### config.mk
export PLATFORM = sky130hd
export DESIGN_NAME = sgp_port
export DESIGN_NICKNAME = d
export VERILOG_FILES = /design/src/core/sgp_port.v
export VERILOG_INCLUDE_DIRS = /design/src /design/src/core
export SDC_FILE = /design/constraint.sdc
export NUM_CORES = 1
export LEC_CHECK = 0
export ABC_AREA = 0
export BUFFER_PORTS_ARGS = -buffer_cell sky130_fd_sc_hd__buf_2
export CAP_MARGIN = 40
export CORE_MARGIN = 10
export CORE_UTILIZATION = 49
export DETAILED_ROUTE_END_ITERATION = 8
export PLACE_DENSITY = 0.75
export SYNTH_ARGS = -nofsm -noshare
export SYNTH_HDL_FRONTEND = slang
export SYNTH_SLANG_ARGS = --single-unit
export TNS_END_PERCENT = 50
### constraint.sdc
create_clock -name CLK -period 1.6 [get_ports CLK]
set_input_delay 0.32 -clock CLK [delete_from_list [all_inputs] [get_ports CLK]]
set_output_delay 0.32 -clock CLK [all_outputs]
set_load 0.01 [all_outputs]
### src/core/sgp_defs.vh
`ifndef SGP_DEFS_VH
`define SGP_DEFS_VH

// Register byte addresses
`define SGP_ADDR_PORT 8'h05
`define SGP_ADDR_INTCTL 8'h0b
`define SGP_ADDR_OPTION 8'h81
`define SGP_ADDR_DIR 8'h85
`define SGP_ADDR_ISTAT 8'h90
`define SGP_ADDR_ICLR 8'h91
`define SGP_ADDR_IEN 8'h92
`define SGP_ADDR_BSET 8'h94
`define SGP_ADDR_BCLR 8'h95
`define SGP_ADDR_ANSEL 8'h9f

// Reset values
`define SGP_RST_OPTION 8'hff
`define SGP_RST_DIR 6'h3f
`define SGP_RST_ANSEL 6'h17
`define SGP_RST_LATCH 6'h00
`define SGP_RST_INTCTL 7'h00

// Field positions
`define SGP_OPT_PULLUP_OFF 7
`define SGP_ICR_CHG_EN 3
`define SGP_ICR_CHG_FLAG 0
`define SGP_IST_CHG 0
`define SGP_BIT_INPUT_ONLY 3

// Pin groups
`define SGP_MASK_CHANGE 6'h0b
`define SGP_MASK_PULLUP 6'h0b
`define SGP_MASK_INPUT_ONLY 6'h08
`define SGP_MASK_OSC 6'h30
`define SGP_PORT_WIDTH 6

`endif

### src/core/sgp_port.v
// Operation
// RULE_01: Port read returns live pin levels
// RULE_02: Reset sets all direction bits
// RULE_03: Port bits seven and six read zero
// RULE_04: Bit three input only, direction reads one
// RULE_05: Alternate function pins read zero
// RULE_06: Group pull-ups and change on 0,1,3
// RULE_07: External reset: pull-up on, no change, zero
// RULE_08: Change detection only while enable bit set
// RULE_09: External oscillator takes bits four, five
// RULE_10: Direction one floats, zero drives latch
// RULE_11: Output latch holds until rewritten
// RULE_12: Outside source holds input until sampled
// RULE_13: Each pin but three has own direction
// RULE_14: After power-on analog pins read zero
// RULE_15: Bit operations use pin levels as base
// RULE_16: Change flag sticky until software clears
// RULE_17: Compare monitored pins with last read
`timescale 1ns/1ps
`include "sgp_defs.vh"

module sgp_port (
   input wire CLK,
   input wire RSTN,
   input wire [7:0] ADDR,
   input wire [7:0] WDATA,
   input wire WR,
   input wire RD,
   output reg [7:0] RDATA,
   input wire [5:0] PIN_IN,
   output wire [5:0] PIN_OUT,
   output wire [5:0] PIN_OE_N,
   output wire [5:0] PULLUP_EN,
   input wire [5:0] CFG_ALT_FUNC,
   input wire CFG_EXT_RESET,
   input wire CFG_EXT_OSC,
   output wire IRQ
);

   reg [5:0] sync1_reg;
   reg [5:0] sync2_reg;
   reg [5:0] sync3_reg;
   reg [5:0] level_reg;
   reg [5:0] level_next;
   reg [5:0] latch_reg;
   reg [5:0] latch_next;
   reg [5:0] dir_reg;
   reg [5:0] dir_next;
   reg [7:0] option_reg;
   reg [7:0] option_next;
   reg [5:0] ansel_reg;
   reg [5:0] ansel_next;
   reg [6:0] intctl_reg;
   reg [6:0] intctl_next;
   reg chg_flag_reg;
   reg chg_flag_next;
   reg ien_reg;
   reg ien_next;
   reg [5:0] snap_reg;
   reg [5:0] snap_next;
   reg [7:0] rdata_next;

   wire [5:0] hidden;
   wire [5:0] taken;
   wire [5:0] view;
   wire [5:0] watched;
   wire chg_en;
   wire chg_seen;
   wire chg_clear;
   wire pullup_on;
   wire [7:0] intctl_full;
   wire rd_port;
   wire wr_bitop;
   wire wr_iclr;
   wire wr_intctl;

   // One strobe decode shared by flag and snapshot logic
   function bus_hit;
      input strobe;
      input [7:0] addr;
      input [7:0] target;
      begin
         bus_hit = strobe && (addr == target);
      end
   endfunction

   // Pins a read must hide: alternate, analog, reset and oscillator use
   function [5:0] hide_mask;
      input [5:0] alt;
      input [5:0] ana;
      input ext_rst;
      input ext_osc;
      begin
         hide_mask = alt | ana;
         if (ext_rst) begin
            hide_mask = hide_mask | `SGP_MASK_INPUT_ONLY;
         end
         if (ext_osc) begin
            hide_mask = hide_mask | `SGP_MASK_OSC;
         end
      end
   endfunction

   // What software sees when it reads the port
   function [5:0] port_view;
      input [5:0] lvl;
      input [5:0] hide;
      begin
         port_view = lvl & ~hide;
      end
   endfunction

   // Direction value as stored and read back
   function [5:0] dir_fix;
      input [5:0] d;
      begin
         dir_fix = d | `SGP_MASK_INPUT_ONLY;
      end
   endfunction

   // RULE_05: alternate pins read as zero
   assign hidden = hide_mask(CFG_ALT_FUNC, ansel_reg, CFG_EXT_RESET,
                             CFG_EXT_OSC);

   // RULE_01: reads show pin levels
   assign view = port_view(level_reg, hidden);

   // RULE_04: bit three driver never on
   // RULE_09: oscillator owns bits four and five
   assign taken = CFG_ALT_FUNC | ansel_reg |
                  (CFG_EXT_OSC ? `SGP_MASK_OSC : 6'h00) |
                  `SGP_MASK_INPUT_ONLY;

   // RULE_10: driver follows direction and latch
   assign PIN_OE_N = dir_reg | taken;
   assign PIN_OUT = latch_reg;

   // RULE_06: group pull-up on three pins
   assign pullup_on = ~option_reg[`SGP_OPT_PULLUP_OFF];

   // RULE_07: reset pin keeps its pull-up
   assign PULLUP_EN = (pullup_on ? `SGP_MASK_PULLUP : 6'h00) |
                      (CFG_EXT_RESET ? `SGP_MASK_INPUT_ONLY : 6'h00);

   // RULE_07: reset pin leaves change watch
   assign watched = CFG_EXT_RESET ?
                    (`SGP_MASK_CHANGE & ~`SGP_MASK_INPUT_ONLY) :
                    `SGP_MASK_CHANGE;

   // Full control byte; the change flag sits in bit zero
   assign intctl_full = {intctl_reg, chg_flag_reg};

   // RULE_08: change watch gated by enable bit
   assign chg_en = intctl_full[`SGP_ICR_CHG_EN];

   // RULE_17: mismatch against last read snapshot
   assign chg_seen = chg_en & (|((level_reg ^ snap_reg) & watched));

   assign rd_port = bus_hit(RD, ADDR, `SGP_ADDR_PORT);
   assign wr_bitop = bus_hit(WR, ADDR, `SGP_ADDR_BSET) ||
                     bus_hit(WR, ADDR, `SGP_ADDR_BCLR);
   assign wr_iclr = bus_hit(WR, ADDR, `SGP_ADDR_ICLR);
   assign wr_intctl = bus_hit(WR, ADDR, `SGP_ADDR_INTCTL);

   // Write one to the clear register, or zero to the flag bit
   assign chg_clear = (wr_iclr && WDATA[`SGP_IST_CHG]) ||
                      (wr_intctl && !WDATA[`SGP_ICR_CHG_FLAG]);

   // Level output: high until flag or enable drops
   assign IRQ = chg_flag_reg & ien_reg;

   // Three stages; stage one feeds only stage two
   always @(posedge CLK or negedge RSTN) begin
      if (!RSTN) begin
         sync1_reg <= 6'h00;
         sync2_reg <= 6'h00;
         sync3_reg <= 6'h00;
      end else begin
         sync1_reg <= PIN_IN;
         sync2_reg <= sync1_reg;
         sync3_reg <= sync2_reg;
      end
   end

   // Level moves only when the last two stages agree
   always @* begin
      level_next = level_reg;
      if (sync2_reg == sync3_reg) begin
         level_next = sync3_reg;
      end
   end

   always @* begin
      latch_next = latch_reg;
      dir_next = dir_reg;
      option_next = option_reg;
      ansel_next = ansel_reg;
      intctl_next = intctl_reg;
      ien_next = ien_reg;
      snap_next = snap_reg;
      // RULE_11: latch changes only on writes
      if (WR) begin
         case (ADDR)
            `SGP_ADDR_PORT: begin
               latch_next = WDATA[5:0];
            end
            // RULE_15: set and clear start from pins
            `SGP_ADDR_BSET: begin
               latch_next = view | WDATA[5:0];
            end
            `SGP_ADDR_BCLR: begin
               latch_next = view & ~WDATA[5:0];
            end
            // RULE_13: independent direction per pin but three, forced to one
            `SGP_ADDR_DIR: begin
               dir_next = dir_fix(WDATA[5:0]);
            end
            `SGP_ADDR_OPTION: begin
               option_next = WDATA;
            end
            `SGP_ADDR_ANSEL: begin
               ansel_next = WDATA[5:0];
            end
            `SGP_ADDR_INTCTL: begin
               intctl_next = WDATA[7:1];
            end
            `SGP_ADDR_IEN: begin
               ien_next = WDATA[`SGP_IST_CHG];
            end
            default: begin
               latch_next = latch_reg;
            end
         endcase
      end
      // Snapshot also on bit ops: they read the port too
      if (rd_port || wr_bitop) begin
         snap_next = level_reg;
      end
   end

   // RULE_16: sticky flag, a new change beats the clear
   always @* begin
      chg_flag_next = chg_flag_reg;
      if (chg_clear) begin
         chg_flag_next = 1'b0;
      end
      // Persistent mismatch sets it again until a port read
      if (chg_seen) begin
         chg_flag_next = 1'b1;
      end
   end

   // Unmapped and write-only addresses read as zero
   always @* begin
      rdata_next = 8'h00;
      if (RD) begin
         case (ADDR)
            // RULE_03: upper two bits read zero
            `SGP_ADDR_PORT: begin
               rdata_next = {2'b00, view};
            end
            // RULE_04: bit three direction reads one
            `SGP_ADDR_DIR: begin
               rdata_next = {2'b00, dir_fix(dir_reg)};
            end
            `SGP_ADDR_OPTION: begin
               rdata_next = option_reg;
            end
            `SGP_ADDR_ANSEL: begin
               rdata_next = {2'b00, ansel_reg};
            end
            `SGP_ADDR_INTCTL: begin
               rdata_next = intctl_full;
            end
            `SGP_ADDR_ISTAT: begin
               rdata_next = {7'h00, chg_flag_reg};
            end
            `SGP_ADDR_IEN: begin
               rdata_next = {7'h00, ien_reg};
            end
            default: begin
               rdata_next = 8'h00;
            end
         endcase
      end
   end

   // Pin level and last-read snapshot
   always @(posedge CLK or negedge RSTN) begin
      if (!RSTN) begin
         level_reg <= 6'h00;
         snap_reg <= 6'h00;
      end else begin
         level_reg <= level_next;
         snap_reg <= snap_next;
      end
   end

   // Port side: output latch and direction
   always @(posedge CLK or negedge RSTN) begin
      if (!RSTN) begin
         latch_reg <= `SGP_RST_LATCH;
         // RULE_02: every pin starts as input
         dir_reg <= `SGP_RST_DIR;
      end else begin
         latch_reg <= latch_next;
         dir_reg <= dir_next;
      end
   end

   // Every reset counts as power-on, so analog select reloads too
   always @(posedge CLK or negedge RSTN) begin
      if (!RSTN) begin
         option_reg <= `SGP_RST_OPTION;
         // RULE_14: analog pins read zero after power-up
         ansel_reg <= `SGP_RST_ANSEL;
      end else begin
         option_reg <= option_next;
         ansel_reg <= ansel_next;
      end
   end

   // Interrupt control, sticky flag and enable
   always @(posedge CLK or negedge RSTN) begin
      if (!RSTN) begin
         intctl_reg <= `SGP_RST_INTCTL;
         chg_flag_reg <= 1'b0;
         ien_reg <= 1'b0;
      end else begin
         intctl_reg <= intctl_next;
         chg_flag_reg <= chg_flag_next;
         ien_reg <= ien_next;
      end
   end

   // Read data stands one cycle, then returns to zero
   always @(posedge CLK or negedge RSTN) begin
      if (!RSTN) begin
         RDATA <= 8'h00;
      end else begin
         RDATA <= rdata_next;
      end
   end

endmodule

==> tab_implementation.tex <==
\begin{tabular}{lr}
\hline
Metric & Value \\
\hline
\multicolumn{2}{l}{\textbf{Clock tree}} \\
Clock-pin slew of the registers on the worst-case setup and hold paths & approximately 0.09 ns \\
Clock Sink Count & 69 \\
\# H-tree levels & 3 \\
Setup Buffers After CTS & 0 \\
Worst-skew pair later-pin latency & 0.35 ns \\
Maximum clock path buffer count & 2 \\
Clock tree root buffer cell & sky130\_fd\_sc\_hd\_\_clkbuf\_8 \\
Number of clock buffers inserted by TritonCTS & 9 \\
CTS tree & built \\
\multicolumn{2}{l}{\textbf{Timing}} \\
Slew Viols, Final & 0 \\
Relative slew slack & 0.559 \\
Worst setup skew after layout & roughly 0.011 ns \\
Slew of the pin with the lowest slew margin & roughly 0.66 ns \\
Max Freq & about 0.63 GHz \\
Count of final setup violators & 0 \\
Count of final hold-check violations & 0 \\
Shortest period the worst path allows & 1.58 ns \\
Ratio of final minimum period to clock period & 0.986 \\
Setup repair after global routing missed its margin & true \\
Worst setup slack after layout & 0.0231 ns \\
\multicolumn{2}{l}{\textbf{Worst setup path}} \\
Worst R2R Setup Slack & approximately 0.12 ns \\
Worst R2R Start & sync3\_reg[0] \\
Crit-path max FO & 5 \\
Endpoint type of the worst setup path & flip-flop \\
Endpoint of the most critical register-to-register path & level\_reg[2] \\
Endpoint arrival time on the critical path & $\sim$1.8 ns \\
Worst Reg-to-Reg Cells & 5 \\
Setup CP Type & in -> reg \\
Startpoint type of the worst setup path & primary input \\
Termination of the worst setup path & RDATA[4] \\
Worst setup path startpoint & ADDR[7] \\
Required time reported for the critical path endpoint & 1.81 ns \\
\multicolumn{2}{l}{\textbf{Die}} \\
Top-Level Pins & 61 \\
Initial cell density of the core & 0.509 \\
Floorplan row count & 28 \\
Die width & between 90 and 100 um \\
Die Y & 98.7 um \\
Floorplan die area & between 9000 and 10000 um2 \\
Floorplan core area & $\sim$6000 um2 \\
\multicolumn{2}{l}{\textbf{Logic synthesis}} \\
Top flip-flop cell by instance count after synthesis & sky130\_fd\_sc\_hd\_\_dfrtp\_1 \\
Number of synthesis warnings & 0 \\
Top cell type by total area after synthesis & sky130\_fd\_sc\_hd\_\_dfrtp\_1 \\
Post-synth top area share & 0.429 \\
Post-Syn Area per Cell & about 13 um2 \\
Most area-consuming cells after synthesis & sky130\_fd\_sc\_hd\_\_dfrtp\_1 43\%, sky130\_fd\_sc\_hd\_\_mux2\_2 15\%, sky130\_fd\_sc\_hd\_\_dfstp\_2 15\%, sky130\_fd\_sc\_hd\_\_xnor2\_1 2.0\%, sky130\_fd\_sc\_hd\_\_a222oi\_1 1.7\% \\
EDFF count, synth & 0 \\
Netlist Area Pre-Place & approximately 3000 um2 \\
Fraction of registers with async set/reset & 1.00 \\
Synthesized instance count & 228 \\
Register bit total from synthesis & 69 \\
Count of different cell masters after synthesis & 47 \\
Sequential area share after synthesis & 0.576 \\
\multicolumn{2}{l}{\textbf{Detailed routing}} \\
Aggregate routed wire length & between 7 and 8 mm \\
Routed wire length per instance & 18.7 um \\
Average via count per standard cell & 5.64 \\
DR iter-0 viols & 160 \\
Antenna-violating nets left & 0 \\
Number of remaining DRC errors & 0 \\
Vias after detailed routing & about 2200 \\
First-pass iteration count of the detailed router & 5 \\
\multicolumn{2}{l}{\textbf{Outcome}} \\
Result of the run & finished clean \\
\multicolumn{2}{l}{\textbf{Flow run}} \\
Max-cap violations & 0 \\
\multicolumn{2}{l}{\textbf{Placement}} \\
Setup slack after placement & -0.365 ns \\
Count of buffers inserted at the top-level ports & 56 \\
Estimated wirelength of the detail-placed design & 5.55 mm \\
Routability congestion estimate & 0.893 \\
\multicolumn{2}{l}{\textbf{GRT}} \\
Global-route total usage across every layer & 0.154 \\
Via count of the first global-routing pass & around 2400 \\
Remaining Overflow, GRT & 0 \\
Largest net degree at the start of global routing & 32 \\
Number of antenna violations at the first check in global routing & 0 \\
First-pass GRT wire length & 12.1 mm \\
\multicolumn{2}{l}{\textbf{Layout}} \\
Top library cells by usage in the layout, fill and taps aside & 57 x sky130\_fd\_sc\_hd\_\_buf\_2, 52 x sky130\_fd\_sc\_hd\_\_dfrtp\_1, 40 x sky130\_fd\_sc\_hd\_\_mux2\_2, 25 x sky130\_fd\_sc\_hd\_\_buf\_4, 17 x sky130\_fd\_sc\_hd\_\_dfstp\_2 \\
Area Overhead vs Synth & 26.9\% \\
Layout cell share with drive strength beyond 1 & 0.547 \\
Most common cell after layout, fill and taps aside & sky130\_fd\_sc\_hd\_\_buf\_2 \\
Number of nets in the final layout & between 300 and 400 \\
Diode insertion count for antenna repair & 0 \\
Final standard cell utilization of the core & 0.646 \\
Total of fill cells in the finished design & 470 \\
\multicolumn{2}{l}{\textbf{Pwr}} \\
Power Density & between 1000 and 1500 nW/um2 \\
Static Leakage & $\sim$1.7 nW \\
Maximum ir drop on the vdd rail & 742 uV \\
\multicolumn{2}{l}{\textbf{Min path}} \\
Hold Path Class & in -> reg \\
Cell depth of the worst hold path & 1 \\
\hline
\end{tabular}
==> report_power, final <==
part           switching, mW  internal [mW]  total, mW
logic                  0.218          0.241      0.458
clock network          0.718          0.741       1.46
registers              0.127           1.91       2.03
==> layout make-up <==
| class | count | area, um2 | share of cell area |
|---|---|---|---|
| inverters | 5 | 18.8 | 0.00488 |
| clock buffers | 9 | 124 | 0.0322 |
| flip-flops and latches | 69 | 1750 | 0.454 |
| multi-input cells | 145 | 1260 | 0.328 |
| clock inverters | 7 | 78.8 | 0.0205 |
| well taps | 75 | 93.8 | 0.0244 |
| repair buffers | 85 | 523 | 0.136 |
==> logic make-up after synthesis <==
kind of cell	share of synthesized area
AND/OR/NAND/NOR	0.109
multiplexers	0.156
flip-flops	0.576
XOR/XNOR	0.0260
buffers and inverters	0.0272
AO/OA/AOI/OAI	0.103
other	0.00248
==> what timing repair did <==
action                     CTS  global route
pin swaps                    0             1
cloned                       0             0
hold endpoints to repair     2             0
setup endpoints to repair    9            21
resized for setup            5             3
hold buffers                 1             0
==> cell usage after synthesis, types with 2 or more instances <==
| cell type | instances |
|---|---|
| sky130_fd_sc_hd__nor2_4 | 2 |
| sky130_fd_sc_hd__conb_1 | 2 |
| sky130_fd_sc_hd__nor2_1 | 2 |
| sky130_fd_sc_hd__nand2b_1 | 5 |
| sky130_fd_sc_hd__mux2_2 | 41 |
| sky130_fd_sc_hd__a211oi_1 | 6 |
| sky130_fd_sc_hd__a32oi_1 | 4 |
| sky130_fd_sc_hd__o31ai_1 | 4 |
| sky130_fd_sc_hd__or4b_4 | 2 |
| sky130_fd_sc_hd__xnor2_1 | 7 |
| sky130_fd_sc_hd__buf_4 | 5 |
| sky130_fd_sc_hd__a22oi_1 | 3 |
| sky130_fd_sc_hd__nor3_1 | 8 |
| sky130_fd_sc_hd__or3_1 | 6 |
| sky130_fd_sc_hd__nand4bb_1 | 2 |
| sky130_fd_sc_hd__xor2_1 | 2 |
| sky130_fd_sc_hd__o21ai_0 | 10 |
| sky130_fd_sc_hd__dfstp_2 | 17 |
| sky130_fd_sc_hd__nand2_1 | 9 |
| sky130_fd_sc_hd__clkbuf_1 | 2 |
| sky130_fd_sc_hd__buf_2 | 2 |
| sky130_fd_sc_hd__dfrtp_1 | 52 |
| sky130_fd_sc_hd__inv_1 | 5 |
| sky130_fd_sc_hd__a22o_1 | 2 |
| sky130_fd_sc_hd__a222oi_1 | 5 |
| sky130_fd_sc_hd__a221oi_1 | 2 |
==> per-layer routing <==
metal  vias up  wire length (um)  global-route usage
met5         -                 0                   0
met4         0                83              0.0595
met3        10               545              0.0531
met2        82              3580               0.240
met1      1110              3190               0.193
li1       1024                 -                   -
==> worst min path at each step <==
stage / startpoint / slack [ns] / to
floorplan: RSTN / 0.02 / PIN_OUT[0]
global placement: RSTN / 0.25 / RDATA[4]
CTS: PIN_IN[3] / 0.06 / sync1_reg[3]
finish: PIN_IN[1] / 0.07 / sync1_reg[1]
global route: PIN_IN[3] / 0.05 / sync1_reg[3]
detailed placement: RSTN / 0.26 / RDATA[4]
==> critical path, stage by stage <==
cell and delay (ns):
sky130_fd_sc_hd__buf_2 0.12, sky130_fd_sc_hd__or4b_4 0.24, sky130_fd_sc_hd__o32ai_1 0.10, sky130_fd_sc_hd__a2111oi_2 0.67
sky130_fd_sc_hd__buf_2 0.27, sky130_fd_sc_hd__a211oi_1 0.06
==> through the flow <==
| step | hold slack, ns | TNS (ns) | power [mW] | cells | instance area (um2) |
|---|---|---|---|---|---|
| after floorplan | 0.0244 | -3.65 | 2.29 | 230 | 3050 |
| after global placement | 0.253 | -11.46 | 2.49 | 377 | 3580 |
| after detailed placement | 0.258 | -11.97 | 2.52 | 378 | 3590 |
| after CTS | 0.0609 | 0 | 3.97 | 395 | 3830 |
| after global routing | 0.0460 | -0.143 | 4.12 | 395 | 3850 |
| final | 0.0662 | 0 | 3.95 | 395 | 3850 |
Note: power is estimated with default switching activity, not from simulation.
